## src/core/brf_consts.svh

```systemverilog
/*
 * Constants for the banked register file and stack pointer block.
 * Assumes inclusion by bare name from the design modules.
 */
`ifndef BRF_CONSTS_SVH
`define BRF_CONSTS_SVH

// ==========================================================
// Address map of bank 0
`define BRF_PORT_LAST 8'h03
`define BRF_GP_FIRST 8'h04
`define BRF_GP_LAST 8'hEF
`define BRF_CTRL_FIRST 8'hF0
`define BRF_ADDR_PTR 8'hFD
`define BRF_ADDR_STK_HI 8'hFE
`define BRF_ADDR_STK_LO 8'hFF

// ==========================================================
// Expanded bank codes and pointer fields
`define BRF_BANK_NORMAL 4'h0
`define BRF_BANK_D 4'hD
`define BRF_BANK_F 4'hF
`define BRF_PTR_GROUP_MSB 7
`define BRF_PTR_GROUP_LSB 4
`define BRF_PTR_BANK_MSB 3
`define BRF_PTR_BANK_LSB 0

// ==========================================================
// Reset values
`define BRF_PTR_RESET 8'h00
`define BRF_SP_RESET 8'h00
`define BRF_DATA_RESET 8'h00

`endif

```

## src/core/brf_pkg.sv

```systemverilog
/*
 * Types shared by the register file block.
 * Assumes brf_consts.svh is on the include path.
 */
`default_nettype none
package brf_pkg;
    // Stack operation requested by the core
    typedef enum logic [1:0] {
        BRF_STK_NONE,
        BRF_STK_PUSH,
        BRF_STK_POP
    } brf_stk_type;

    // Which storage an access lands in
    typedef enum logic [2:0] {
        BRF_TGT_PORT,
        BRF_TGT_GP,
        BRF_TGT_CTRL,
        BRF_TGT_BANK_D,
        BRF_TGT_BANK_F,
        BRF_TGT_NONE
    } brf_tgt_type;
endpackage
`default_nettype wire

```

## src/core/brf_addr_resolve.sv

```systemverilog
/*
 * Resolves a 4-bit working or 8-bit direct address into a file address
 * and a storage target, using the working group pointer.
 * Assumes a purely combinational context inside brf_register_file.
 */
`default_nettype none
`include "brf_consts.svh"

module brf_addr_resolve (
    input wire logic [7:0] ptr, // Working group pointer
    input wire logic is_short, // 4-bit working address in use
    input wire logic [7:0] addr_in, // Address from the instruction
    output logic [7:0] addr_out, // Resolved file address
    output brf_pkg::brf_tgt_type tgt // Storage target
);
    import brf_pkg::*;

    // ==========================================================
    // Address resolution
    always_comb begin
        logic [3:0] bank;
        bank = ptr[`BRF_PTR_BANK_MSB:`BRF_PTR_BANK_LSB];
        // Short address: group from pointer upper nibble
        if (is_short) begin
            addr_out = {ptr[`BRF_PTR_GROUP_MSB:`BRF_PTR_GROUP_LSB], addr_in[3:0]};
        end else begin
            addr_out = addr_in;
        end
        // Classify the resolved address
        if (addr_out <= `BRF_PORT_LAST) begin
            tgt = BRF_TGT_PORT;
        end else if (addr_out <= `BRF_GP_LAST) begin
            tgt = BRF_TGT_GP;
        end else begin
            tgt = BRF_TGT_CTRL;
        end
        // Lowest 16 swapped for an expanded bank
        if (addr_out[7:4] == 4'h0 && bank != `BRF_BANK_NORMAL) begin
            if (bank == `BRF_BANK_D) begin
                tgt = BRF_TGT_BANK_D;
            end else if (bank == `BRF_BANK_F) begin
                tgt = BRF_TGT_BANK_F;
            end else begin
                tgt = BRF_TGT_NONE; // Unimplemented bank
            end
        end
    end
endmodule // brf_addr_resolve
`default_nettype wire

```

## src/core/brf_register_file.sv

```systemverilog
/*
 * Banked register file with working group pointer and stack pointers.
 * Assumes a core that issues one read and at most one write or stack
 * operation per cycle; ports, counter/timers and control registers
 * outside are reached through the external window signals.
 */
// Operation
// - Bank 0: ports, general bytes, control
// - Expanded banks D and F exist
// - Any register reachable by 8-bit address
// - Short address: sixteen groups of sixteen
// - Short address formed from group pointer
// - Stack in general bytes, low pointer
// - High pointer byte is general purpose
// - High pointer readable, writable at FEH
// - Low pointer readable, writable at FFH
// - Pointer upper nibble selects working group
// - Pointer lower nibble selects bank
// - Pointer at 253; 0Dh maps timers
`default_nettype none
`include "brf_consts.svh"

module brf_register_file #(
    parameter int GP_WORDS = 237 // General-purpose byte count
) (
    input wire logic clk_sys, // Core clock, 40 MHz
    input wire logic reset, // Asynchronous reset, active high
    input wire logic rd_short, // Read address is 4-bit working address
    input wire logic [7:0] rd_addr, // Read address
    output logic [7:0] rd_data, // Read data, registered
    output logic rd_ext, // Read went to the external window
    input wire logic wr_en, // Write strobe
    input wire logic wr_short, // Write address is 4-bit working address
    input wire logic [7:0] wr_addr, // Write address
    input wire logic [7:0] wr_data, // Write data
    input wire brf_pkg::brf_stk_type stk_op, // Stack push or pop
    input wire logic [7:0] stk_push_data, // Byte to push
    output logic [7:0] stk_pop_data, // Byte popped, registered
    output logic [7:0] ext_addr, // External window address
    output logic [2:0] ext_sel, // External target code
    output logic ext_wr, // External write strobe
    output logic [7:0] ext_wdata, // External write data
    input wire logic [7:0] ext_rdata, // External read data
    output logic [7:0] working_group_pointer, // Pointer value
    output logic [7:0] stack_pointer_bits // Low stack pointer value
);
    import brf_pkg::*;

    // ==========================================================
    // State
    logic [7:0] gp_mem [0:GP_WORDS-1]; // General-purpose bytes
    logic [7:0] ptr_r, ptr_nxt; // Working group pointer
    logic [7:0] stk_hi_r, stk_hi_nxt; // Stack pointer high byte
    logic [7:0] stk_lo_r, stk_lo_nxt; // Stack pointer low byte
    logic [7:0] rd_data_r, rd_data_nxt; // Read data register
    logic rd_ext_r, rd_ext_nxt; // Read target flag
    logic [7:0] pop_r, pop_nxt; // Popped byte register
    logic gp_we; // General store write enable
    logic [7:0] gp_waddr; // General store write address
    logic [7:0] gp_wdata; // General store write data
    logic [7:0] rd_res, wr_res; // Resolved addresses
    brf_tgt_type rd_tgt, wr_tgt; // Resolved targets

    // Index into general store
    function automatic logic [7:0] gp_index(input logic [7:0] a);
        gp_index = a - `BRF_GP_FIRST;
    endfunction

    // Address lies in the general range
    function automatic logic in_gp(input logic [7:0] a);
        in_gp = (a >= `BRF_GP_FIRST) && (a <= `BRF_GP_LAST);
    endfunction

    // ==========================================================
    // Address resolution for read and write
    brf_addr_resolve u_rd_res (
        .ptr(ptr_r),
        .is_short(rd_short),
        .addr_in(rd_addr),
        .addr_out(rd_res),
        .tgt(rd_tgt)
    );

    brf_addr_resolve u_wr_res (
        .ptr(ptr_r),
        .is_short(wr_short),
        .addr_in(wr_addr),
        .addr_out(wr_res),
        .tgt(wr_tgt)
    );

    // ==========================================================
    // Next-state logic
    always_comb begin
        logic [7:0] stk_lo_dec;
        stk_lo_dec = stk_lo_r - 8'h01;
        ptr_nxt = ptr_r;
        stk_hi_nxt = stk_hi_r;
        stk_lo_nxt = stk_lo_r;
        pop_nxt = pop_r;
        gp_we = 1'b0;
        gp_waddr = 8'h00;
        gp_wdata = wr_data;
        ext_wr = 1'b0;
        // Register writes
        if (wr_en) begin
            case (wr_tgt)
                BRF_TGT_GP: begin
                    gp_we = 1'b1;
                    gp_waddr = gp_index(wr_res);
                end
                BRF_TGT_CTRL: begin
                    // Pointer and stack bytes are held here
                    if (wr_res == `BRF_ADDR_PTR) begin
                        ptr_nxt = wr_data;
                    end else if (wr_res == `BRF_ADDR_STK_HI) begin
                        stk_hi_nxt = wr_data;
                    end else if (wr_res == `BRF_ADDR_STK_LO) begin
                        stk_lo_nxt = wr_data;
                    end else begin
                        ext_wr = 1'b1;
                    end
                end
                BRF_TGT_PORT, BRF_TGT_BANK_D, BRF_TGT_BANK_F: begin
                    ext_wr = 1'b1;
                end
                default: begin
                    ext_wr = 1'b0; // Unimplemented bank ignored
                end
            endcase
        end
        // Stack operations win over a same-cycle low stack pointer write
        case (stk_op)
            BRF_STK_PUSH: begin
                stk_lo_nxt = stk_lo_dec;
                if (in_gp(stk_lo_dec)) begin
                    gp_we = 1'b1;
                    gp_waddr = gp_index(stk_lo_dec);
                    gp_wdata = stk_push_data;
                end
            end
            BRF_STK_POP: begin
                stk_lo_nxt = stk_lo_r + 8'h01;
                pop_nxt = in_gp(stk_lo_r) ? gp_mem[gp_index(stk_lo_r)] : `BRF_DATA_RESET;
            end
            default: begin
                stk_lo_nxt = stk_lo_nxt;
            end
        endcase
    end

    // Read path
    always_comb begin
        rd_data_nxt = ext_rdata;
        rd_ext_nxt = 1'b1;
        case (rd_tgt)
            BRF_TGT_GP: begin
                rd_data_nxt = gp_mem[gp_index(rd_res)];
                rd_ext_nxt = 1'b0;
            end
            BRF_TGT_CTRL: begin
                if (rd_res == `BRF_ADDR_PTR) begin
                    rd_data_nxt = ptr_r;
                    rd_ext_nxt = 1'b0;
                end else if (rd_res == `BRF_ADDR_STK_HI) begin
                    rd_data_nxt = stk_hi_r;
                    rd_ext_nxt = 1'b0;
                end else if (rd_res == `BRF_ADDR_STK_LO) begin
                    rd_data_nxt = stk_lo_r;
                    rd_ext_nxt = 1'b0;
                end
            end
            BRF_TGT_NONE: begin
                rd_data_nxt = `BRF_DATA_RESET;
                rd_ext_nxt = 1'b0;
            end
            default: begin
                rd_data_nxt = ext_rdata;
            end
        endcase
    end

    // External window follows an external write if any, else the read
    always_comb begin
        ext_addr = ext_wr ? wr_res : rd_res;
        ext_sel = ext_wr ? 3'(wr_tgt) : 3'(rd_tgt);
        ext_wdata = wr_data;
    end

    // ==========================================================
    // Registers
    always_ff @(posedge clk_sys or posedge reset) begin
        if (reset) begin
            ptr_r <= `BRF_PTR_RESET;
            stk_hi_r <= `BRF_SP_RESET;
            stk_lo_r <= `BRF_SP_RESET;
            rd_data_r <= `BRF_DATA_RESET;
            rd_ext_r <= 1'b0;
            pop_r <= `BRF_DATA_RESET;
        end else begin
            ptr_r <= ptr_nxt;
            stk_hi_r <= stk_hi_nxt;
            stk_lo_r <= stk_lo_nxt;
            rd_data_r <= rd_data_nxt;
            rd_ext_r <= rd_ext_nxt;
            pop_r <= pop_nxt;
        end
    end

    // General store, no reset
    always_ff @(posedge clk_sys) begin
        if (gp_we) begin
            gp_mem[gp_waddr] <= gp_wdata;
        end
    end

    assign rd_data = rd_data_r;
    assign rd_ext = rd_ext_r;
    assign stk_pop_data = pop_r;
    assign working_group_pointer = ptr_r;
    assign stack_pointer_bits = stk_lo_r;
endmodule // brf_register_file
`default_nettype wire

```

## config.mk

```make
export PLATFORM = sky130hd
export DESIGN_NAME = brf_register_file
export DESIGN_NICKNAME = d
export VERILOG_FILES = /design/src/core/brf_pkg.sv /design/src/core/brf_addr_resolve.sv /design/src/core/brf_register_file.sv
export VERILOG_INCLUDE_DIRS = /design/src /design/src/core
export SDC_FILE = /design/constraint.sdc
export NUM_CORES = 2
export LEC_CHECK = 0
export BUFFER_PORTS_ARGS = -buffer_cell sky130_fd_sc_hd__buf_2
export CAP_MARGIN = 20
export CORE_ASPECT_RATIO = 1.4
export CORE_MARGIN = 2
export CORE_UTILIZATION = 47
export DETAILED_ROUTE_END_ITERATION = 7
export GPL_ROUTABILITY_DRIVEN = 0
export HOLD_SLACK_MARGIN = 0.05
export PLACE_DENSITY = 0.68
export SYNTH_ARGS = -nofsm -noshare
export SYNTH_HDL_FRONTEND = slang
export SYNTH_SLANG_ARGS = --single-unit
```

## constraint.sdc

```tcl
create_clock -name clk_sys -period 11.75 [get_ports clk_sys]
set_input_delay 2.35 -clock clk_sys [delete_from_list [all_inputs] [get_ports clk_sys]]
set_output_delay 2.35 -clock clk_sys [all_outputs]
set_load 0.05 [all_outputs]
```

==> results.yml <==
worst_setup_path:
  path_buf_inv: 2
  start_kind: "primary input"
  critPathRequiredTime_ns: 9.40
  r2r-end: "gp_mem[235][5]"
  critPathCaptureType: "primary output"
  max_stage_delay_ns: 0.63
  crit_family: "simple AND/OR/NAND/NOR gates"
  crit_type: "primary input to primary output"
  arrival_ns: 4.90
  crit_chain: "buf_2 -> mux2i_1 -> or4_1 -> o2111a_1 -> nor2_1 -> nor2b_1 -> a21oi_1 -> buf_2"
  slowest_stage: "or4_1"
  cp_common_cell: "buf_2"
  crit_fanout: 12
  worstRegToRegCells: 11
  r2r_setup_slack_ns: 5.24
  rr_startpoint: "stack_pointer_bits[2]"
  crit_start: "wr_short"
yosys:
  synth_area_leaders: "edfxtp_1, mux4_2, mux2i_1, nor2_1, dfrtp_1"
  yosysTopAreaCellShare_pct: 61.9
  synth-compound-area-share_pct: 2.95
  synthDistinctLibCells: 76
  synth.avg_cell_area_sq_um: 19.3
  synth_top_family_by_area: "multiplexers"
  syn_inst: 4765
  syn_area_sq_um: 91900
  synth_seq_cells: 1937
  seq_area_frac_synth_pct: 63.1
  ys_warn_count: 0
  synth_area_leader_cell: "edfxtp_1"
  synth_ff_type: "edfxtp_1"
  synth_edf_count: 1896
  async_flop_share_pct: 2.12
  synthXorXnorAreaFrac_pct: 0.267
  synthSimpleGateAreaFrac_pct: 3.62
  synth_fp_nets: 4828
  synthAdderAreaFrac_pct: 0.218
  synth.mux.area_fraction_pct: 27.9
power_and_ir_drop:
  p_per_area_nw_per_um2: 174
  p_total_w: 0.0176
  ir_drop_v: 0.000196
  p_leak_nw: 31.3
die:
  initial_core_util_pct: 47.2
  coreArea_sq_um: 195000
  pin_count: 100
  die_y_um: 527
  die_area_sq_um: 199000
  num_rows: 192
  die_x_um: 378
placement:
  hpwl_mm: 190
  port_buffers: 99
drt:
  via_count: 52800
  drt-total-wl_mm: 292
  postRouteAntennaNets: 0
  post_drt_wl_per_cell_um: 38.6
  drtPass1Iterations: 8
  drt-initial-drc-count: 7166
  vias_per_cell: 6.99
  drc_errors: 0
cts:
  cts_made_buffers: 183
  clk_pin_slew_worst_paths_ns: 0.06
  post_cts_resized: 0
  cts.path.max_buffers: 4
  insertion_delay_ns: 0.85
  cts_hold_buf: 0
  cts_root_buffer: "clkbuf_16"
  h-tree-depth: 4
  cts.sinks: 1937
  cts_setup_buffers: 0
  cts_tree: "yes"
layout:
  fillers: 15200
  mostFrequentLayoutCells: "edfxtp_1, mux4_2, nor2_1"
  area_growth_pct: 10.1
  final_common_cell: "edfxtp_1"
  final_nets: 4854
  drive_gt1_share_pct: 33.6
global_route:
  grt_pass1_vias: 53400
  grt_start_max_net_pins: 159
  grt_pass1_wl_mm: 409
  antenna_found_initial: 12
  grtUsageTotal_pct: 29.3
  grt.overflow.total: 0
timing:
  setup_violations: 0
  finalCriticalPeriod_ns: 7.25
  hold_viol: 0
  timing.final.max_slew_violations: 0
  slew_headroom_pct: 8.88
  timing.setup.tns_ns: 0
  finalCritPeriodShare_pct: 61.7
  rsz0062_at_grt: "false"
  fin_skew_ns: 0.0394
  worst_pin_slew_ns: 1.37
  fmax_mhz: 138
status:
  status: "finished clean"
hold_path:
  min_path_type: "flop to flop"
  min_to: "stk_hi_r[4]"
  hp-start: "stk_hi_r[4]"
  holdPathStages: 2
flow_run:
  maxCapViolCount: 0
-- cell families after synthesis --
kind of cell             Yosys count
AO/OA/AOI/OAI                    376
XOR/XNOR                          28
adder cells (fa/ha/maj)           16
buffers and inverters            409
flip-flops                      1937
multiplexers                    1226
AND/OR/NAND/NOR                  773
-- cell usage after synthesis (24+ instances only) --
library cell,number
a21oi_1,69
a221oi_1,31
a22oi_1,38
buf_1,52
buf_2,147
clkbuf_1,160
dfrtp_1,41
edfxtp_1,1896
inv_1,24
mux2_2,29
mux2i_1,130
mux4_2,1067
nand2_1,252
nand3_1,66
nand4_1,26
nor2_1,325
nor3_1,25
o21ai_0,62
-- flip-flops by register name, summed over array words and instances, names as in the netlist --
name                   cells
gp_mem                  1896
rd_data                    8
stack_pointer_bits         8
stk_hi_r                   8
stk_pop_data               8
working_group_pointer      8
rd_ext                     1
-- cell type report --
cell class                      instances  area (sq um)  area share (%)
Sequential cell                      1937         58000            57.3
Clock inverter                        104           946           0.935
Antenna cell                            8          20.0          0.0198
Tap cell                             2619          3280            3.24
Multi-Input combinational cell       2419         32400            32.0
Clock buffer                          219          4820            4.76
Inverter                               26           103           0.101
Timing Repair Buffer                  224          1650            1.63
-- through the flow --
step	utilization (%)	area (sq um)	hold WS, ns	instances	worst slack, ns
after global placement	48.9	95200	0.465	7211	4.55
final	51.9	101000	0.489	7556	4.50
after floorplan	-	91900	0.449	4765	3.95
after CTS	51.9	101000	0.490	7539	4.56
after global routing	51.9	101000	0.528	7550	4.39
after detailed placement	48.9	95300	0.477	7216	4.58
-- power by group --
group | switching (W) | leakage, nW | internal, W
Combinational | 0.00256 | 11.0 | 0.00133
Clock | 0.00263 | 2.81 | 0.00326
Sequential | 0.0000922 | 17.6 | 0.00777
-- worst max-delay path by stage --
stage	end	slack [ns]	cells after the start
global route	ext_addr[7]	4.39	10
detailed placement	ext_addr[7]	4.58	8
global placement	ext_addr[7]	4.55	8
CTS	ext_addr[7]	4.56	8
floorplan	ext_addr[1]	3.95	8
finish	ext_addr[6]	4.50	8
-- worst min-delay path: cells and delay by family, from the launching register on --
family / cells / cell delay [ns]
AO/OA/AOI/OAI: 1 / 0.06
AND/OR/NAND/NOR: 1 / 0.05
flip-flops: 1 / 0.34
-- layer usage --
metal	wire (um)	global-route usage (%)
met1	95300	34.9
met2	143000	47.9
met3	29100	5.98
met4	25000	20.2
met5	13	0
Note: power is estimated with default switching activity, not from simulation.
